===== src/tswx_pkg.sv =====
// constants and types for the terminal status word exchange
// Notes on behaviour
// - Updated entry number written as three BCD digits
// - Strobe returns to 0 after delivery
// - Link relay 0-199 maps to io words 1000-1199
// - Control bit 15 falling to 0 blanks display
// - Bit 15 rise or key relights display
// - Screen switch command also lights display
// - Control bits never updated by terminal
// - Bit 5 rise prints history once
// - Bit 4 rise prints daily report once
// - Idle timeout turns backlight off when enabled
// - Control word at startup is ignored
// - Numeral strobe sits at notify bit 11
package tswx_pkg;
	localparam int WORD_W = 16;
	localparam int CTL_SCREEN_BIT = 15;
	localparam int CTL_HIST_BIT = 5;
	localparam int CTL_DAILY_BIT = 4;
	localparam int NTF_RUN_BIT = 15;
	localparam int NTF_STROBE_BIT = 11;
	localparam logic [WORD_W-1:0] WORD_RESET = 16'h0000;
	localparam logic [15:0] LINK_AREA_FIRST = 16'h0000;
	localparam logic [15:0] LINK_AREA_LAST = 16'h00C7;
	localparam logic [15:0] LINK_TO_IO_BASE = 16'h03E8;
	localparam logic [1:0] AREA_IO = 2'h0;
	localparam logic [1:0] AREA_LINK = 2'h1;
	localparam logic [1:0] AREA_OTHER = 2'h2;
	localparam int IDLE_TIME_MS = 60;
	localparam longint CLK_HZ = 250000000;
	localparam longint IDLE_CYCLES_DEF = (longint'(IDLE_TIME_MS) * CLK_HZ) / 1000;
	localparam int IDLE_W = 32;
	typedef enum logic [1:0] {TSWX_NTF_IDLE, TSWX_NTF_PENDING} tswx_ntf_type;
endpackage


===== src/tswx_terminal_status_word_exchange.sv =====
// terminal side of the status notify and status control word exchange
`timescale 1ns/1ps
`default_nettype none
module tswx_terminal_status_word_exchange
	import tswx_pkg::*;
#(
	parameter logic [IDLE_W-1:0] IDLE_CYCLES = IDLE_W'(IDLE_CYCLES_DEF)
)(
	input wire logic MCLK,
	input wire logic RST,
	input wire logic [WORD_W-1:0] CTL_WORD,
	input wire logic CTL_POLL,
	input wire logic NUM_ENTERED,
	input wire logic [9:0] NUM_ENTRY,
	input wire logic NTF_DELIVERED,
	input wire logic RUN_MODE,
	input wire logic KEY_PRESS,
	input wire logic SCREEN_SWITCH,
	input wire logic IDLE_OFF_EN,
	input wire logic [1:0] ADDR_AREA,
	input wire logic [15:0] ADDR_IN,
	output logic [15:0] ADDR_OUT,
	output logic [1:0] ADDR_AREA_OUT,
	output logic [WORD_W-1:0] NOTIFY_WORD,
	output logic [WORD_W-1:0] ENTRY_WORD,
	output logic BACKLIGHT_ON,
	output logic HIST_PRINT,
	output logic DAILY_PRINT
);
	// every pin except reset, the entry number and the address pair is synchronised first;
	// the control word is only ever read, never written back, so it may disagree
	// with what the terminal really shows after a key press or an idle timeout

	// binary to three bcd digits
	function automatic logic [11:0] to_bcd3(input logic [9:0] bin);
		logic [11:0] d;
		logic [3:0] h;
		logic [3:0] t;
		logic [3:0] u;
		h = 4'((bin / 10'd100) % 10'd10);
		t = 4'((bin / 10'd10) % 10'd10);
		u = 4'(bin % 10'd10);
		d = {h, t, u};
		return d;
	endfunction

	// whole entry word: top nibble zero, then hundreds, tens and units
	function automatic logic [WORD_W-1:0] entry_word_of(input logic [9:0] bin);
		logic [WORD_W-1:0] w;
		w = {4'h0, to_bcd3(bin)};
		return w;
	endfunction

	// true when a configured address lies in the moved link relay words
	function automatic logic is_link_word(input logic [1:0] area, input logic [15:0] addr);
		logic hit;
		hit = 1'b0;
		if (area == AREA_LINK && addr >= LINK_AREA_FIRST && addr <= LINK_AREA_LAST) begin
			hit = 1'b1;
		end
		return hit;
	endfunction

	// link relay word number moved onto the io word area
	function automatic logic [15:0] link_to_io(input logic [15:0] addr);
		logic [15:0] moved;
		moved = addr + LINK_TO_IO_BASE;
		return moved;
	endfunction

	// single-bit pins gathered for the synchroniser
	logic [6:0] pin_raw;
	assign pin_raw[6] = CTL_POLL; // poll result valid
	assign pin_raw[5] = NUM_ENTERED; // operator finished an entry
	assign pin_raw[4] = NTF_DELIVERED; // notify word reached the controller
	assign pin_raw[3] = RUN_MODE; // terminal in run mode
	assign pin_raw[2] = KEY_PRESS; // any terminal key
	assign pin_raw[1] = SCREEN_SWITCH; // controller switched the screen
	assign pin_raw[0] = IDLE_OFF_EN; // idle backlight-off allowed

	// pins from outside pass two flip-flops; logic reads only the second
	logic [WORD_W-1:0] ctl_s1, ctl_s2, next_ctl_s1, next_ctl_s2;
	logic [6:0] pin_s1, pin_s2, next_pin_s1, next_pin_s2;
	always_comb begin
		next_ctl_s1 = CTL_WORD;
		next_ctl_s2 = ctl_s1;
		next_pin_s1 = pin_raw;
		next_pin_s2 = pin_s1;
	end
	// registers both synchroniser stages
	always_ff @(posedge MCLK) begin
		if (RST) begin
			ctl_s1 <= WORD_RESET;
			ctl_s2 <= WORD_RESET;
			pin_s1 <= 7'h00;
			pin_s2 <= 7'h00;
		end else begin
			ctl_s1 <= next_ctl_s1;
			ctl_s2 <= next_ctl_s2;
			pin_s1 <= next_pin_s1;
			pin_s2 <= next_pin_s2;
		end
	end

	// synchronised pins by name
	logic poll, entered, delivered, run_mode, key, scr_sw, idle_en;
	assign poll = pin_s2[6];
	assign entered = pin_s2[5];
	assign delivered = pin_s2[4];
	assign run_mode = pin_s2[3];
	assign key = pin_s2[2];
	assign scr_sw = pin_s2[1];
	assign idle_en = pin_s2[0];

	// control word polling and edge detection
	logic [WORD_W-1:0] prev_ctl, next_prev_ctl;
	logic primed, next_primed;
	logic [WORD_W-1:0] rise, fall;
	always_comb begin
		next_prev_ctl = prev_ctl;
		next_primed = primed;
		rise = '0;
		fall = '0;
		if (poll) begin
			next_prev_ctl = ctl_s2;
			next_primed = 1'b1;
			if (primed) begin
				rise = ctl_s2 & ~prev_ctl;
				fall = ~ctl_s2 & prev_ctl;
			end
		end
	end
	// registers the previous poll and the primed flag
	always_ff @(posedge MCLK) begin
		if (RST) begin
			prev_ctl <= WORD_RESET;
			primed <= 1'b0;
		end else begin
			prev_ctl <= next_prev_ctl;
			primed <= next_primed;
		end
	end

	// qualified control-bit events; a bit held at 1 gives none
	logic screen_on_ev, screen_off_ev, hist_ev, daily_ev;
	assign screen_on_ev = rise[CTL_SCREEN_BIT];
	assign screen_off_ev = fall[CTL_SCREEN_BIT];
	assign hist_ev = rise[CTL_HIST_BIT];
	assign daily_ev = rise[CTL_DAILY_BIT];

	// idle counter, restarted by key activity
	logic [IDLE_W-1:0] idle_cnt, next_idle_cnt;
	logic idle_hit;
	logic [IDLE_W-1:0] idle_last;
	assign idle_last = IDLE_CYCLES - 1'b1; // last count before the light goes off
	logic idle_restart;
	assign idle_restart = key || !idle_en || !BACKLIGHT_ON; // key or dark light restarts
	always_comb begin
		next_idle_cnt = idle_cnt;
		idle_hit = 1'b0;
		if (idle_restart) begin
			next_idle_cnt = '0;
		end else if (idle_cnt >= idle_last) begin
			next_idle_cnt = '0;
			idle_hit = 1'b1;
		end else begin
			next_idle_cnt = idle_cnt + 1'b1;
		end
	end
	// registers the idle count
	always_ff @(posedge MCLK) begin
		if (RST) begin
			idle_cnt <= '0;
		end else begin
			idle_cnt <= next_idle_cnt;
		end
	end

	// backlight: blanked by bit 15 falling or idle, relit by rise, key or switch
	// control word is only read, never written back
	logic next_backlight;
	always_comb begin
		next_backlight = BACKLIGHT_ON;
		if (screen_off_ev || idle_hit) begin
			next_backlight = 1'b0;
		end
		if (screen_on_ev || key || scr_sw) begin
			next_backlight = 1'b1;
		end
	end
	// registers the backlight level
	always_ff @(posedge MCLK) begin
		if (RST) begin
			BACKLIGHT_ON <= 1'b1;
		end else begin
			BACKLIGHT_ON <= next_backlight;
		end
	end

	// one-cycle print pulses on qualifying rises
	logic next_hist, next_daily;
	always_comb begin
		next_hist = hist_ev;
		next_daily = daily_ev;
	end
	// registers the print pulses
	always_ff @(posedge MCLK) begin
		if (RST) begin
			HIST_PRINT <= 1'b0;
			DAILY_PRINT <= 1'b0;
		end else begin
			HIST_PRINT <= next_hist;
			DAILY_PRINT <= next_daily;
		end
	end

	// delayed copy of the entry pin for its rising edge
	logic entered_d, next_entered_d;
	always_comb begin
		next_entered_d = entered;
	end
	// registers the delayed entry pin
	always_ff @(posedge MCLK) begin
		if (RST) begin
			entered_d <= 1'b0;
		end else begin
			entered_d <= next_entered_d;
		end
	end
	logic new_entry;
	assign new_entry = entered && !entered_d; // one capture per finished entry

	// numeral strobe and updated entry word
	tswx_ntf_type ntf_state, next_ntf_state;
	logic [WORD_W-1:0] next_entry;
	always_comb begin
		next_ntf_state = ntf_state;
		next_entry = ENTRY_WORD;
		case (ntf_state)
			TSWX_NTF_IDLE: begin
				if (new_entry) begin
					next_entry = entry_word_of(NUM_ENTRY);
					next_ntf_state = TSWX_NTF_PENDING;
				end
			end
			TSWX_NTF_PENDING: begin
				if (new_entry) begin
					next_entry = entry_word_of(NUM_ENTRY);
				end else if (delivered) begin
					next_ntf_state = TSWX_NTF_IDLE;
				end
			end
			default: begin
				next_ntf_state = TSWX_NTF_IDLE;
			end
		endcase
	end
	// registers the strobe state and the entry word
	always_ff @(posedge MCLK) begin
		if (RST) begin
			ntf_state <= TSWX_NTF_IDLE;
			ENTRY_WORD <= WORD_RESET;
		end else begin
			ntf_state <= next_ntf_state;
			ENTRY_WORD <= next_entry;
		end
	end

	// notify word: run bit and strobe bit, all others zero
	logic [WORD_W-1:0] next_notify;
	always_comb begin
		next_notify = WORD_RESET;
		next_notify[NTF_STROBE_BIT] = (next_ntf_state == TSWX_NTF_PENDING);
		next_notify[NTF_RUN_BIT] = run_mode;
	end
	// registers the notify word
	always_ff @(posedge MCLK) begin
		if (RST) begin
			NOTIFY_WORD <= WORD_RESET;
		end else begin
			NOTIFY_WORD <= next_notify;
		end
	end

	// link relay area address mapped onto io word area
	logic [15:0] next_addr;
	logic [1:0] next_area;
	logic link_hit;
	assign link_hit = is_link_word(ADDR_AREA, ADDR_IN); // address inside the moved range
	always_comb begin
		next_addr = ADDR_IN;
		next_area = ADDR_AREA;
		if (link_hit) begin
			next_addr = link_to_io(ADDR_IN);
			next_area = AREA_IO;
		end
	end
	// registers the mapped address and area
	always_ff @(posedge MCLK) begin
		if (RST) begin
			ADDR_OUT <= 16'h0000;
			ADDR_AREA_OUT <= AREA_OTHER;
		end else begin
			ADDR_OUT <= next_addr;
			ADDR_AREA_OUT <= next_area;
		end
	end
endmodule
`default_nettype wire


===== config.mk =====
export PLATFORM = sky130hd
export DESIGN_NAME = tswx_terminal_status_word_exchange
export DESIGN_NICKNAME = d
export VERILOG_FILES = /design/src/tswx_pkg.sv /design/src/tswx_terminal_status_word_exchange.sv
export SDC_FILE = /design/constraint.sdc
export NUM_CORES = 1
export LEC_CHECK = 0
export BUFFER_PORTS_ARGS = -buffer_cell sky130_fd_sc_hd__buf_2
export CAP_MARGIN = 25
export CORE_MARGIN = 5
export CORE_UTILIZATION = 37
export DETAILED_ROUTE_END_ITERATION = 7
export GPL_ROUTABILITY_DRIVEN = 1
export PLACE_DENSITY_LB_ADDON = 0.3
export SETUP_SLACK_MARGIN = 0.1
export SLEW_MARGIN = 20
export SYNTH_ARGS = -nofsm -noshare
export SYNTH_HDL_FRONTEND = slang
export SYNTH_SLANG_ARGS = --single-unit

===== constraint.sdc =====
create_clock -name MCLK -period 18.8 [get_ports MCLK]
set_input_delay 3.76 -clock MCLK [delete_from_list [all_inputs] [get_ports MCLK]]
set_output_delay 3.76 -clock MCLK [all_outputs]
set_load 0.1 [all_outputs]

[After elaboration in Yosys (flattened, before gate mapping)]
Cells that the tools add are included.
Storage, ports and cells
  register bits after elaboration: 147
  latch bits: 0
  bits in writable memories: 0
  memory bits (read-only): 0
  input bits: 53
  logic and storage cells: 68
  memories: 0
Cells by class
  add/sub/neg operators: 2
  $mul: 0
  div/mod/pow operators: 5
  magnitude comparators: 3
  equal/unequal tests: 3
  shift-type cells: 0
  mux-type cells: 13
  bitwise logic cells: 6
  reduce and logical (&&, ||, !) cells: 18
Operators with widths (count)
  16-bit 2-to-1 mux: 5
  32-bit by 1-bit adder with 32-bit output (second input constant): 1
  16-bit bitwise AND: 2
  32-bit by 24-bit >= comparator with 1-bit output (second input constant): 1
  16-bit NOT: 2
  10-bit by 4-bit remainder unit with 10-bit output (second input constant): 3
  16-bit by 10-bit adder with 16-bit output (second input constant): 1
  16-bit by 1-bit >= comparator with 1-bit output (second input constant): 1
  16-bit by 8-bit less-or-equal comparator with 1-bit output (second input constant): 1
  10-bit by 4-bit divider with 10-bit output (second input constant): 1
  10-bit by 7-bit divider with 10-bit output (second input constant): 1
  2-bit 2-to-1 mux: 4
  2-bit by 1-bit equality test with 1-bit output (second input constant): 3
  2-bit OR reduction: 3
  3-bit OR reduction: 2
  1-bit logical OR: 5
  2-bit case mux with 2 select lines: 1
  1-bit logical AND: 3
  1-bit zero test: 3
  1-bit 2-to-1 mux: 3
  2-bit zero test: 1
  1-bit NOT: 2
  2-bit AND reduction: 1

[Depth between registers and ports, before layout]
  word-level depth: 7
  gate-level depth with buffers: 28
  mapped depth without buffers: 25

[Least setup slack after synthesis]
Ideal clock, no wire load.
  path type: input-to-reg
  from: input NUM_ENTRY[6]
  to: register ENTRY_WORD[6]
  setup time: 78 ps
  arrival time: 8755 ps
  path slack: 9967 ps
  stages on the path: 26
  path through: buf_4 -> inv_1 -> ha_1 -> nand2b_1 -> buf_4 -> a211oi_4 -> a221o_2 -> nor3_2 -> a211o_1 -> a311o_1 -> o21a_2 -> o2111a_1 -> nor4_4 -> inv_1 -> ha_1 -> a21oi_1 -> a211oi_1 -> a221o_1 -> o21ai_0 -> a21oi_2 -> a211oi_2 -> nor2_1 -> a31oi_1 -> ha_1 -> a311o_1 -> nor3_1
Between the ends
  word-level cells in the longest chain between the ends: 2
RTL lines
  start: declaration: line tswx_terminal_status_word_exchange.sv:14  | input wire logic [9:0] NUM_ENTRY,
  10-bit by 4-bit divider with 10-bit output: line tswx_terminal_status_word_exchange.sv:41  | t = 4'((bin / 10'd10) % 10'd10);
  10-bit by 4-bit remainder unit with 10-bit output: line tswx_terminal_status_word_exchange.sv:41
  end signal: assignment: line tswx_terminal_status_word_exchange.sv:265  | ENTRY_WORD <= next_entry;
  end: declaration: line tswx_terminal_status_word_exchange.sv:25  | output logic [WORD_W-1:0] ENTRY_WORD,
No other way between the ends.
A chain may end at the register's enable or synchronous reset.

[Worst setup path in the final report]
  from: input NUM_ENTRY[5]
  to: register ENTRY_WORD[6]
Same word-level chain as after synthesis.

==> impl_metrics.ini <==
[status]
run_status = finished clean

[setup_path]
slowest_delay_ps = 620
critPathMostFrequentCell = ha_1
critical-path-slowest-cell = nor2b_1
startpoint_type = input port
crit_fanout = 24
cp.arrival_ps = 10480
end_kind = flop
crit_type = in2reg
critical_path_required_ps = 19060

[power]
ir_drop_mv = 0.0407
power_density_nw_per_um2 = 88.9
leakage_nw = 2.50

[timing]
setup_violations = 0
fmax_ghz = 0.0979
min_period_ps = 10210
hold_viol = 0
grt_setup_unrepaired = no
slew_headroom_pct = 38.1
fin_skew_ps = 4.88
drv_slew = 0
worst_pin_slew_ps = 927
setup_tns_ps = 0
fin_crit_sh_pct = 54.3

[clock_tree]
clk_pin_slew_ps = 70
tritoncts = yes
cts_root_buf = clkbuf_16
post_cts_resized = 0
htreeDepth = 3
clkLatencyLatePin_ps = 340
tritoncts.num_buffers = 9
clkSinkCount = 94
post-cts-setup-buffers = 0
clk_path_buf_depth = 2
hold_buffers = 0

[die]
core-area_um2 = 15300
die_h_um = 135
rows = 45
die-width_um = 135
dieArea_um2 = 18300
start_util_pct = 38.0
ios = 106

[placement]
place.gp.congestion = 0.834
dpl_cell_area_um2 = 6220
numPortBuffers = 74
dpl.hpwl_um = 9580

[global_route]
first_global_vias = 4620
grt_usage_pct = 14.2
grt_max_degree = 64
grt_overflow = 0
grt_pass1_wl_um = 22000
grt_antenna_before_repair = 0

[routing]
routedWlPerCell_um = 13.3
routed_wl_um = 13200
vias_per_cell = 5.18
post-route-drc-count = 0
num_vias = 5130
ant_nets = 0
first_pass_iters = 5
drt_iter0_drc = 403

[cells_and_area]
fillCellCount = 1551
layout-drive-gt1-share_pct = 16.4
nets = 840
areaGrowthSynthToFinish_pct = 13.0
final_area_um2 = 6550
diodes = 0

[logic_synthesis]
yosys_register_bits = 94
syn_avg_cell_area_um2 = 8.05
postSynthCellCount = 720
synth_area_leaders = dfxtp_1 (32%), nor2_1 (6.1%), nand2_1 (3.9%)
syn_area_um2 = 5790
synth-edff-count = 0
synth.distinct_cells = 92
synth_top_area_cell = dfxtp_1
synth_ff_type = dfxtp_1
synth_common_cells = dfxtp_1 (94), nor2_1 (94), nand2_1 (60)
synth_top_area_share_pct = 32.5
seq_area_frac_synth_pct = 32.5
async_flop_share_pct = 0
synth_warnings = 0

[flow_run]
drv_cap = 0

[worst_hold_path]
worstHoldPathType = reg2reg
## final cells by class
| class | instances | area [um^2] | area share, % |
|---|---|---|---|
| multi-input combinational | 571 | 3600 | 55.0 |
| sequential | 94 | 1880 | 28.7 |
| timing repair buffer | 77 | 393 | 6.00 |
| tap | 211 | 264 | 4.03 |
| clock buffer | 10 | 239 | 3.65 |
| clock inverter | 6 | 92.6 | 1.41 |
| inverter | 21 | 78.8 | 1.20 |
## flip-flops by register name, indices dropped and copies added, names as in the netlist, 3 cells and up
name / cells
idle_cnt: 32
ADDR_OUT: 16
ENTRY_WORD: 12
next_pin_s2: 7
pin_s2: 7
ctl_s1: 3
ctl_s2: 3
prev_ctl: 3
## path summary, 6_finish.rpt
kind | startpoint | slack (ps) | cells past startpoint | end
hold reg to reg | pin_s2[1] | 430 | 1 | BACKLIGHT_ON
setup reg to reg | idle_cnt[0] | 15900 | 9 | idle_cnt[17]
hold / removal | pin_s2[1] | 430 | 1 | BACKLIGHT_ON
setup / recovery | NUM_ENTRY[5] | 8590 | 25 | ENTRY_WORD[6]
## logic make-up (layout without fill, tap and decap cells)
family,Yosys count,count (layout),synth area share [%]
and+or+nand+nor,302,302,26.5
AOI/OAI and AO/OA,180,180,23.4
DFF,94,94,32.5
buffers and inverters,81,114,7.06
xor gates and xnor gates,35,35,5.29
adders and majority gates,14,14,2.98
muxes,13,13,2.29
other,1,27,0.0647
## per-stage QoR
| stage | setup WS (ps) | utilization (%) | std cells | total power, mW | hold slack [ps] |
|---|---|---|---|---|---|
| floorplan | 9970 | - | 746 | 0.363 | 391 |
| global placement | 8230 | 40.7 | 974 | 0.389 | 395 |
| detailed placement | 8320 | 40.7 | 974 | 0.389 | 399 |
| CTS | 8640 | 42.9 | 990 | 0.588 | 431 |
| global route | 8020 | 42.9 | 990 | 0.613 | 430 |
| finish | 8590 | 42.9 | 990 | 0.582 | 425 |
## metal layers
layer / GRT usage, % / wire, um / vias up / share of wire [%]
li1: - / - / 2638 / -
met1: 20.0 / 6380 / 2356 / 48
met2: 22.1 / 6070 / 121 / 46
met3: 2.98 / 572 / 15 / 4.3
met4: 3.70 / 160 / 0 / 1.2
met5: 0 / 0 / - / 0
## worst max-delay path, delay by kind of cell
| family | cells | cell delay (ps) |
|---|---|---|
| buf+inv | 3 | 940 |
| fa+ha+maj | 3 | 970 |
| compound gates | 13 | 3100 |
| simple gates | 6 | 1690 |
## report_power, final
part / leakage (nW) / switching [mW] / internal [mW]
registers: 0.771 / 0.00219 / 0.206
logic: 1.57 / 0.122 / 0.0551
clock network: 0.156 / 0.0762 / 0.121
## layout by cell type (no fill, tap or decap), types with 4 or more instances in the layout
cell / count
a21boi_0: 4
xnor2_1: 24
a21oi_1: 37
and2_1: 5
nor2_1: 94
nor3_1: 16
dfxtp_1: 94
mux2i_1: 11
inv_1: 18
xor2_1: 11
o211ai_1: 9
ha_1: 13
a31oi_1: 11
a211oi_1: 8
and3_1: 6
nor2b_1: 35
o21ai_0: 29
o21a_1: 4
nand3_1: 25
nand2_1: 60
or4_1: 4
and4_1: 4
clkbuf_16: 9
nor4b_1: 4
conb_1: 27
o22ai_1: 6
nor4_1: 6
o21ai_1: 6
a32oi_1: 4
buf_2: 74
or3_1: 7
nand2b_1: 8
nand4_1: 7
Power figures use the tool's default switching activity.
